==> config.mk <==
export PLATFORM = sky130hd
export DESIGN_NAME = trc_device_flat
export DESIGN_NICKNAME = d
export VERILOG_FILES = /design/src/trc_pkg.sv /design/src/trc_link_if.sv /design/src/trc_averager.sv /design/src/trc_device.sv /design/src/flat_wrapper.sv
export SDC_FILE = /design/constraint.sdc
export NUM_CORES = 1
export LEC_CHECK = 0
export BUFFER_PORTS_ARGS = -buffer_cell sky130_fd_sc_hd__buf_2
export CAP_MARGIN = 20
export CORE_ASPECT_RATIO = 1.2
export CORE_UTILIZATION = 60
export CTS_CLUSTER_DIAMETER = 40
export DETAILED_ROUTE_END_ITERATION = 6
export GPL_ROUTABILITY_DRIVEN = 0
export PLACE_DENSITY = 0.79
export SLEW_MARGIN = 0
export SYNTH_ARGS = -nofsm -noshare
export SYNTH_HDL_FRONTEND = slang
export SYNTH_SLANG_ARGS = --single-unit
==> constraint.sdc <==
create_clock -name clk -period 13.2 [get_ports clk]
set_input_delay 1.32 -clock clk [delete_from_list [all_inputs] [get_ports clk]]
set_output_delay 1.32 -clock clk [all_outputs]
set_load 0.02 [all_outputs]
==> src/trc_pkg.sv <==
/*
  Constants, types and register map shared by both ends of the temperature
  readout and test coil link, and by the Wishbone side of the host end.
  Assumes a single 100 MHz clock for both ends and a synchronous reset.
*/
// Operation
// - Coil code 01 positive, 10 negative, else off
// - Host passes through off between 01 and 10
// - Every conversion samples temperature, compensates field; the device compensates once per burst, on the averaged field
// - Select code 01 at 0xC3 routes temperature
// - Temperature read at 0xC1/0xC2, 15-bit unsigned
// - Temperature valid after single or burst
// - Burst averages field only, never temperature
// - Host code is high[6:0]*32 plus low>>3
// - Raw code uncorrected; corrections at 0x1D, 0x1E
// - Host offset byte/16, gain 1+byte/2048
// - Host final temp uses gain, offset, supply
// - Host computes correction terms once, may average
// - Load address, set trigger, auto-clear, data ready
package trc_pkg;

  // ----------------------------------------------------------------------
  // Device register map (link side)
  // ----------------------------------------------------------------------
  localparam logic [7:0] REG_RESULT_HIGH = 8'hC1;
  localparam logic [7:0] REG_RESULT_LOW = 8'hC2;
  localparam logic [7:0] REG_SOURCE_SEL = 8'hC3;
  localparam logic [7:0] REG_OTP_ADDR = 8'hE1;
  localparam logic [7:0] REG_OTP_DATA = 8'hE2;
  localparam logic [7:0] REG_OTP_CTRL = 8'hE3;
  localparam logic [7:0] REG_COIL = 8'hE4;
  localparam logic [7:0] REG_BURST = 8'hE5;
  localparam logic [7:0] REG_TEMPCO = 8'hE6;

  // Nonvolatile correction bytes
  localparam logic [7:0] OTP_TEMP_OFFSET = 8'h1D;
  localparam logic [7:0] OTP_TEMP_GAIN = 8'h1E;

  // Fields and codes
  localparam logic [2:0] SRC_FIELD = 3'h0;
  localparam logic [2:0] SRC_TEMP = 3'h1;
  localparam logic [1:0] COIL_OFF = 2'h0;
  localparam logic [1:0] COIL_POS = 2'h1;
  localparam logic [1:0] COIL_NEG = 2'h2;
  localparam int OTP_TRIG_BIT = 0;
  localparam int OTP_BUSY_BIT = 1;
  localparam int CODE_HIGH_SHIFT = 5;
  localparam int CODE_LOW_SHIFT = 3;

  // Reset values and temperature reference
  localparam logic [2:0] SOURCE_SEL_RESET = 3'h0;
  localparam logic [1:0] COIL_RESET = 2'h0;
  localparam logic [2:0] BURST_RESET = 3'h0;
  localparam logic [7:0] TEMPCO_RESET = 8'h00;
  localparam logic [15:0] TEMP_REF = 16'h4000;

  // Timing
  localparam int CLK_PERIOD_NS = 10;
  localparam int OTP_READ_TIME_NS = 20;
  localparam logic [3:0] OTP_READ_CYCLES =
    4'((OTP_READ_TIME_NS + CLK_PERIOD_NS - 1) / CLK_PERIOD_NS);

  // ----------------------------------------------------------------------
  // Host Wishbone register map
  // ----------------------------------------------------------------------
  localparam logic [7:0] HOST_CMD = 8'h00;
  localparam logic [7:0] HOST_STATUS = 8'h04;
  localparam logic [7:0] HOST_COIL = 8'h08;
  localparam logic [7:0] HOST_TEMP = 8'h0C;
  localparam logic [7:0] HOST_CORR = 8'h10;

  typedef enum logic [1:0] {JOB_RAW, JOB_COIL, JOB_TEMP, JOB_CORR} trc_job_type;

endpackage : trc_pkg
==> src/trc_link_if.sv <==
/*
  Register link between host end and device end.
  Assumes both ends share clk; req is a one-cycle pulse, ack a one-cycle pulse.
*/
interface trc_link_if (
  input wire logic clk // Shared clock
);
  logic req;
  logic we;
  logic [7:0] addr;
  logic [7:0] wdata;
  logic ack;
  logic [7:0] rdata;

  modport host (input clk, output req, output we, output addr, output wdata, input ack, input rdata);
  modport device (input clk, input req, input we, input addr, input wdata, output ack, output rdata);
endinterface : trc_link_if

==> src/trc_averager.sv <==
/*
  Power-of-two block averager for burst field samples.
  Assumes samples come from logic on the same clock.
*/
module trc_averager #(
  parameter int W = 15
) (
  input wire logic clk, // Clock
  input wire logic rst, // Synchronous reset
  input wire logic in_valid, // Sample strobe
  input wire logic [W-1:0] in_sample, // Sample value
  input wire logic [2:0] log2n, // Burst length exponent
  output logic out_valid, // Average ready pulse
  output logic [W-1:0] out_avg // Averaged value
);
  typedef struct packed {
    logic [W+6:0] acc;
    logic [6:0] cnt;
    logic valid;
    logic [W-1:0] avg;
  } trc_avg_state_type;

  trc_avg_state_type st;
  trc_avg_state_type next_st;
  logic [W+6:0] sum;

  // Accumulate until the burst length is reached, then divide by shifting
  always_comb begin
    next_st = st;
    next_st.valid = 1'b0;
    sum = st.acc + (W+7)'(in_sample);
    if (in_valid) begin
      if (st.cnt == 7'((7'h01 << log2n) - 7'h01)) begin
        next_st.avg = W'(sum >> log2n);
        next_st.valid = 1'b1;
        next_st.acc = '0;
        next_st.cnt = '0;
      end else begin
        next_st.acc = sum;
        next_st.cnt = st.cnt + 7'h01;
      end
    end
  end

  always_ff @(posedge clk) begin
    if (rst) begin
      st <= '0;
    end else begin
      st <= next_st;
    end
  end

  assign out_valid = st.valid;
  assign out_avg = st.avg;
endmodule : trc_averager

==> src/trc_device.sv <==
/*
  Device end: result registers, source select, burst averaging with
  temperature compensation, nonvolatile byte fetch and test coil drive.
  Assumes conversion samples and nonvolatile memory are on the same clock,
  and that the memory returns read data combinationally from otp_addr.
*/
module trc_device (
  input wire logic clk, // Clock
  input wire logic rst, // Synchronous reset
  trc_link_if.device link, // Register link to host
  input wire logic conv_valid, // One conversion done
  input wire logic [14:0] field_sample, // Raw field code
  input wire logic [14:0] temp_sample, // Temperature code of that conversion
  output logic [7:0] otp_addr, // Nonvolatile byte address
  input wire logic [7:0] otp_rdata, // Nonvolatile byte data
  output logic coil_pos, // Coil current positive
  output logic coil_neg // Coil current negative
);
  import trc_pkg::*;

  // ----------------------------------------------------------------------
  // State
  // ----------------------------------------------------------------------
  typedef struct packed {
    logic [2:0] source_sel;
    logic [1:0] test_coil_drive_sel;
    logic coil_pos;
    logic coil_neg;
    logic [2:0] burst_log2;
    logic [7:0] tempco;
    logic [7:0] otp_addr;
    logic [7:0] otp_data;
    logic otp_trig;
    logic [3:0] otp_cnt;
    logic [14:0] field_res;
    logic [14:0] temp_res;
    logic [14:0] temp_last;
    logic pend;
    logic p_we;
    logic [7:0] p_addr;
    logic [7:0] p_wdata;
    logic ack;
    logic [7:0] rdata;
  } trc_dev_state_type;

  trc_dev_state_type st;
  trc_dev_state_type next_st;
  logic avg_valid;
  logic [14:0] avg_field;
  logic signed [15:0] temp_diff;
  logic signed [23:0] corr_prod;
  logic [7:0] res_high;
  logic [7:0] res_low;

  // ----------------------------------------------------------------------
  // Field averaging over a burst
  // ----------------------------------------------------------------------
  trc_averager #(
    .W(15)
  ) u_avg (
    .clk(clk),
    .rst(rst),
    .in_valid(conv_valid),
    .in_sample(field_sample),
    .log2n(st.burst_log2),
    .out_valid(avg_valid),
    .out_avg(avg_field)
  );

  // ----------------------------------------------------------------------
  // Next state
  // ----------------------------------------------------------------------
  always_comb begin
    next_st = st;
    next_st.ack = 1'b0;
    // Compensation uses the latest conversion's temperature
    temp_diff = $signed({1'b0, st.temp_last}) - $signed(TEMP_REF);
    corr_prod = 24'(temp_diff * $signed(st.tempco));
    // Both halves come from the selected source
    if (st.source_sel == SRC_TEMP) begin
      res_high = {1'b0, st.temp_res[14:8]};
      res_low = st.temp_res[7:0];
    end else begin
      res_high = {1'b0, st.field_res[14:8]};
      res_low = st.field_res[7:0];
    end

    // Temperature tracks each conversion; it is never averaged
    if (conv_valid) begin
      next_st.temp_last = temp_sample;
    end
    // Burst end: publish averaged field and the last temperature
    if (avg_valid) begin
      next_st.field_res = avg_field + corr_prod[22:8];
      next_st.temp_res = st.temp_last;
    end

    // Nonvolatile fetch: wait, latch byte, auto-clear trigger
    if (st.otp_trig) begin
      if (st.otp_cnt <= 4'h1) begin
        next_st.otp_data = otp_rdata;
        next_st.otp_trig = 1'b0;
        next_st.otp_cnt = 4'h0;
      end else begin
        next_st.otp_cnt = st.otp_cnt - 4'h1;
      end
    end

    // Coil decode; 11 drives nothing, like 00
    next_st.coil_pos = (st.test_coil_drive_sel == COIL_POS);
    next_st.coil_neg = (st.test_coil_drive_sel == COIL_NEG);

    // Capture a request; served once no fetch is running
    if (link.req) begin
      next_st.pend = 1'b1;
      next_st.p_we = link.we;
      next_st.p_addr = link.addr;
      next_st.p_wdata = link.wdata;
    end
    // A fetch in flight stalls the link so the data read is never stale
    if (st.pend && !st.otp_trig) begin
      next_st.pend = 1'b0;
      next_st.ack = 1'b1;
      next_st.rdata = 8'h00;
      if (st.p_we) begin
        if (st.p_addr == REG_SOURCE_SEL) begin
          next_st.source_sel = st.p_wdata[2:0];
        end else if (st.p_addr == REG_OTP_ADDR) begin
          next_st.otp_addr = st.p_wdata;
        end else if (st.p_addr == REG_OTP_CTRL) begin
          if (st.p_wdata[OTP_TRIG_BIT]) begin
            next_st.otp_trig = 1'b1;
            next_st.otp_cnt = OTP_READ_CYCLES;
          end
        end else if (st.p_addr == REG_COIL) begin
          next_st.test_coil_drive_sel = st.p_wdata[1:0];
        end else if (st.p_addr == REG_BURST) begin
          next_st.burst_log2 = st.p_wdata[2:0];
        end else if (st.p_addr == REG_TEMPCO) begin
          next_st.tempco = st.p_wdata;
        end
      end else begin
        if (st.p_addr == REG_RESULT_HIGH) begin
          next_st.rdata = res_high;
        end else if (st.p_addr == REG_RESULT_LOW) begin
          next_st.rdata = res_low;
        end else if (st.p_addr == REG_SOURCE_SEL) begin
          next_st.rdata = {5'h00, st.source_sel};
        end else if (st.p_addr == REG_OTP_ADDR) begin
          next_st.rdata = st.otp_addr;
        end else if (st.p_addr == REG_OTP_DATA) begin
          next_st.rdata = st.otp_data; // Raw byte, no correction
        end else if (st.p_addr == REG_OTP_CTRL) begin
          next_st.rdata = 8'h00;
        end else if (st.p_addr == REG_COIL) begin
          next_st.rdata = {6'h00, st.test_coil_drive_sel};
        end else if (st.p_addr == REG_BURST) begin
          next_st.rdata = {5'h00, st.burst_log2};
        end else if (st.p_addr == REG_TEMPCO) begin
          next_st.rdata = st.tempco;
        end
      end
    end
  end

  // ----------------------------------------------------------------------
  // Registers
  // ----------------------------------------------------------------------
  always_ff @(posedge clk) begin
    if (rst) begin
      st <= '0;
      st.source_sel <= SOURCE_SEL_RESET;
      st.test_coil_drive_sel <= COIL_RESET;
      st.burst_log2 <= BURST_RESET;
      st.tempco <= TEMPCO_RESET;
    end else begin
      st <= next_st;
    end
  end

  // Outputs straight from the state register
  assign link.ack = st.ack;
  assign link.rdata = st.rdata;
  assign otp_addr = st.otp_addr;
  assign coil_pos = st.coil_pos;
  assign coil_neg = st.coil_neg;
endmodule : trc_device

==> src/flat_wrapper.sv <==
// flat-port wrapper written by rule: the top's interface ports become plain ports
module trc_device_flat import trc_pkg::*;
  (clk, rst, conv_valid, field_sample, temp_sample, otp_addr, otp_rdata, coil_pos, coil_neg, link_req, link_we, link_addr, link_wdata, link_ack, link_rdata);
  trc_link_if link_i (.clk(clk));
  input wire logic clk;
  input wire logic rst;
  input wire logic conv_valid;
  input wire logic [14:0] field_sample;
  input wire logic [14:0] temp_sample;
  output logic [7:0] otp_addr;
  input wire logic [7:0] otp_rdata;
  output logic coil_pos;
  output logic coil_neg;
  input wire logic [$bits(link_i.req)-1:0] link_req;
  input wire logic [$bits(link_i.we)-1:0] link_we;
  input wire logic [$bits(link_i.addr)-1:0] link_addr;
  input wire logic [$bits(link_i.wdata)-1:0] link_wdata;
  output wire logic [$bits(link_i.ack)-1:0] link_ack;
  output wire logic [$bits(link_i.rdata)-1:0] link_rdata;
  assign link_i.req = link_req;
  assign link_i.we = link_we;
  assign link_i.addr = link_addr;
  assign link_i.wdata = link_wdata;
  assign link_ack = link_i.ack;
  assign link_rdata = link_i.rdata;
  trc_device u_core (.clk(clk), .rst(rst), .link(link_i), .conv_valid(conv_valid), .field_sample(field_sample), .temp_sample(temp_sample), .otp_addr(otp_addr), .otp_rdata(otp_rdata), .coil_pos(coil_pos), .coil_neg(coil_neg));
endmodule
==> metrics.txt <==
Reg clk slew, reported paths=0.07 ns; Async S/R FF share, synth=0; Antenna Cells=0; Detail Placement HPWL=21,900 µm; Syn Nets=1,695; post-route clock period utilization=0.516; H-tree depth=4; Wirelength per Cell=16.9 µm; total wire length=29,600 µm; Worst Tran Pin Value=1.06 ns; Avg Synthesized Cell Area=8.74 µm²; f_max=0.147 GHz; critical path class=reg2reg; Startpoint Class=flop; Max-Cap Viols=0; pwr dens=80.1 mW/mm²; Layout Nets=1,699; CTS tree=built; TNS Setup=0 ns; clk root buf=clkbuf_16; die area=0.0219 mm²; post-CTS sizing=0; Final Instance Area=0.0138 mm²; initial antenna violation count=0; crit-path most repeated cell=fa_1; Distinct cells, synth=74; RSZ-0062 raised after global routing=false; CP Buf/Inv Count=3; Worst path top cell family by delay=adder cells; latest clock arrival within the worst-skew pair=0.43 ns; fin cells=1,750; Top Ports=78; Reg-to-Reg Start=u_core.st[100]; Setup Buffers After CTS=0; port bufs=77; YS warnings=0; die height=162 µm; Clock Path Buffers=2; CTS Sinks=156; synthesis-to-finish area growth=7.59%; Hold Path Depth=2; worst-path fanout max=11; 1st-iter DRT viols=673; Rel. slew slack=0.290; DP Area=0.0132 mm²; sequential element share of the synthesized area=0.244; Hold Fails Final Rpt=0; # setup viols final=0; outcome=complete, no violations; hold wc startpoint=u_core.link.rdata[1]; Vias/cell=5.81; via count=10,200; ys flop type=dfxtp_1; worst path arrival time=7.14 ns; dpl cells=1,719; setup ws final=6.38 ns; r2r endpoint=u_core.st[71]; cts hold-fix bufs=0; Req. time, crit path=13.52 ns; CTS Buf Count=17; DRT antenna net count=0; worst min path class=reg2reg; register-to-register setup slack=6.38 ns; CP peak stage delay=0.61 ns; DR pass1 iterations=5; Clock Skew=0.00849 ns; GRT Overall Usage=0.287; Max rail drop VDD=0.105 mV; drt drc=0; Overall Power=1.10 mW; Slowest cell on crit path=or4b_2; CP cell instances=inv_1 -> nor2_1 -> fa_1 -> fa_1 -> fa_1 -> inv_1 -> fa_1 -> inv_1 -> ha_1 -> or3_1 -> a211o_1 -> a31o_2 -> a31oi_1 -> nor2b_1 -> nor2_1 -> xnor2_1 -> ha_1 -> or3_1 -> o21ai_0 -> a21oi_1 -> a31oi_1 -> or4b_2 -> o311ai_0; number of cells on the critical path=23; reg2reg path depth=23; pre-CTS setup slack=6.43 ns; core area=0.0209 mm²; largest net degree at the start of global routing=78; Starting Density=0.612; min Tclk post-route=6.82 ns; Synth Cell Area=0.0128 mm²; Worst Hold Endpoint=u_core.link.rdata[1]; Die X=135 µm; # rows=58; number of global-route vias before repair=10,200; EDFF count, synth=0; Crit. End Element=flop; final slew viol count=0; layout cells sized above 1=0.105; GRT overflow=0; cell count after synthesis=1,464; leak pwr=6.34 nW; Yosys reg bits=156; first-pass GRT wire length=50,300 µm
==> layer usage <==
| layer | wire length (µm) | share of wire | up-vias | GRT usage |
|---|---|---|---|---|
| met5 | 0 | 0 | - | 0 |
| met4 | 550 | 0.019 | 0 | 0.0848 |
| met3 | 1380 | 0.047 | 46 | 0.0387 |
| met2 | 15100 | 0.51 | 261 | 0.497 |
| met1 | 12600 | 0.43 | 4964 | 0.369 |
| li1 | - | - | 4896 | - |
==> per-stage QoR <==
stage          hold slack [ns]  utilization
2_1_floorplan            0.429            -
3_3_place_gp             0.453        0.629
3_5_place_dp             0.450        0.629
4_1_cts                  0.460        0.659
5_1_grt                  0.484        0.659
6_report                 0.460        0.659
==> power by group <==
group | total [mW] | switching, mW | leakage (nW) | internal, mW
Sequential | 0.502 | 0.0194 | 1.27 | 0.483
Clock | 0.518 | 0.217 | 0.287 | 0.301
Combinational | 0.0818 | 0.0456 | 4.79 | 0.0362
==> sequential cells by signal (all words and copies together), names as in the netlist <==
signal,cells
u_core.coil_neg,1
u_core.coil_pos,1
u_core.link.ack,1
u_core.link.rdata,8
u_core.otp_addr,8
u_core.st,92
u_core.u_avg.out_avg,15
u_core.u_avg.out_valid,1
u_core.u_avg.st,29
==> layout make-up <==
class | instances | area (µm²)
inverters | 147 | 552
clock inverters | 14 | 185
clock buffers | 17 | 425
well taps | 270 | 338
repair buffers | 86 | 455
fillers | 1729 | 7130
flip-flops and latches | 156 | 3120
multi-input cells | 1060 | 8690
==> worst max path at each step <==
stage | from | to | slack, ns
floorplan | u_core.st[100] | u_core.st[71] | 6.98
global placement | u_core.st[100] | u_core.st[71] | 6.56
detailed placement | u_core.st[100] | u_core.st[71] | 6.43
CTS | u_core.st[100] | u_core.st[71] | 6.36
global route | u_core.st[100] | u_core.st[70] | 5.96
finish | u_core.st[100] | u_core.st[71] | 6.38
==> worst register-to-register path, stage by stage (launching register included) <==
cell	delay [ns]
dfxtp_1	0.56
inv_1	0.32
nor2_1	0.24
fa_1	0.44
fa_1	0.52
fa_1	0.55
inv_1	0.07
fa_1	0.54
inv_1	0.05
ha_1	0.22
or3_1	0.36
a211o_1	0.26
a31o_2	0.26
a31oi_1	0.40
nor2b_1	0.13
nor2_1	0.13
xnor2_1	0.18
ha_1	0.26
or3_1	0.12
o21ai_0	0.07
a21oi_1	0.19
a31oi_1	0.13
or4b_2	0.61
o311ai_0	0.11
==> Yosys cell counts (13+ instances only) <==
library cell  number  area [µm²]
nand2_1           76         285
fa_1              97        1940
nor3_1            23         115
nor2b_1           13        81.3
mux2i_1          118        1180
and2_1            80         500
nor2_1           169         634
clkbuf_1          71         267
buf_4             16         120
inv_1            147         552
xor2_1            21         184
nand2b_1          27         169
a211oi_1          14         105
dfxtp_1          156        3120
ha_1              75         938
o21ai_0           39         195
xnor2_1           42         368
a21oi_1           71         355
nand3_1           36         180
==> cells in the final DEF, fill, tap and decap left out, types with 7 or more instances in the layout <==
master       n
ha_1        75
a211oi_1    14
or3_1        9
nand3_1     36
xor2_1      21
and2_1      80
buf_2       76
nand2b_1    27
clkbuf_16   17
buf_4       10
nand2_1     76
nor2_1     169
and3_1       8
a21oi_1     71
xnor2_1     42
mux2i_1    118
nor3b_1      8
fa_1        97
a21o_1      11
a22oi_1      7
o21ai_0     39
mux4_2      10
nand4_1     10
a31oi_1      9
o221ai_1    10
nor2b_1     13
dfxtp_1    156
nor3_1      23
inv_1      147
==> cells by family after synthesis <==
| group | count (synthesis) | synth area share |
|---|---|---|
| mux | 133 | 0.114 |
| compound gates | 213 | 0.112 |
| simple gates | 479 | 0.183 |
| fa+ha+maj | 172 | 0.225 |
| flops | 156 | 0.244 |
| buf+inv | 248 | 0.0778 |
| xor+xnor | 63 | 0.0431 |
Note: power is estimated with default switching activity, not from simulation.
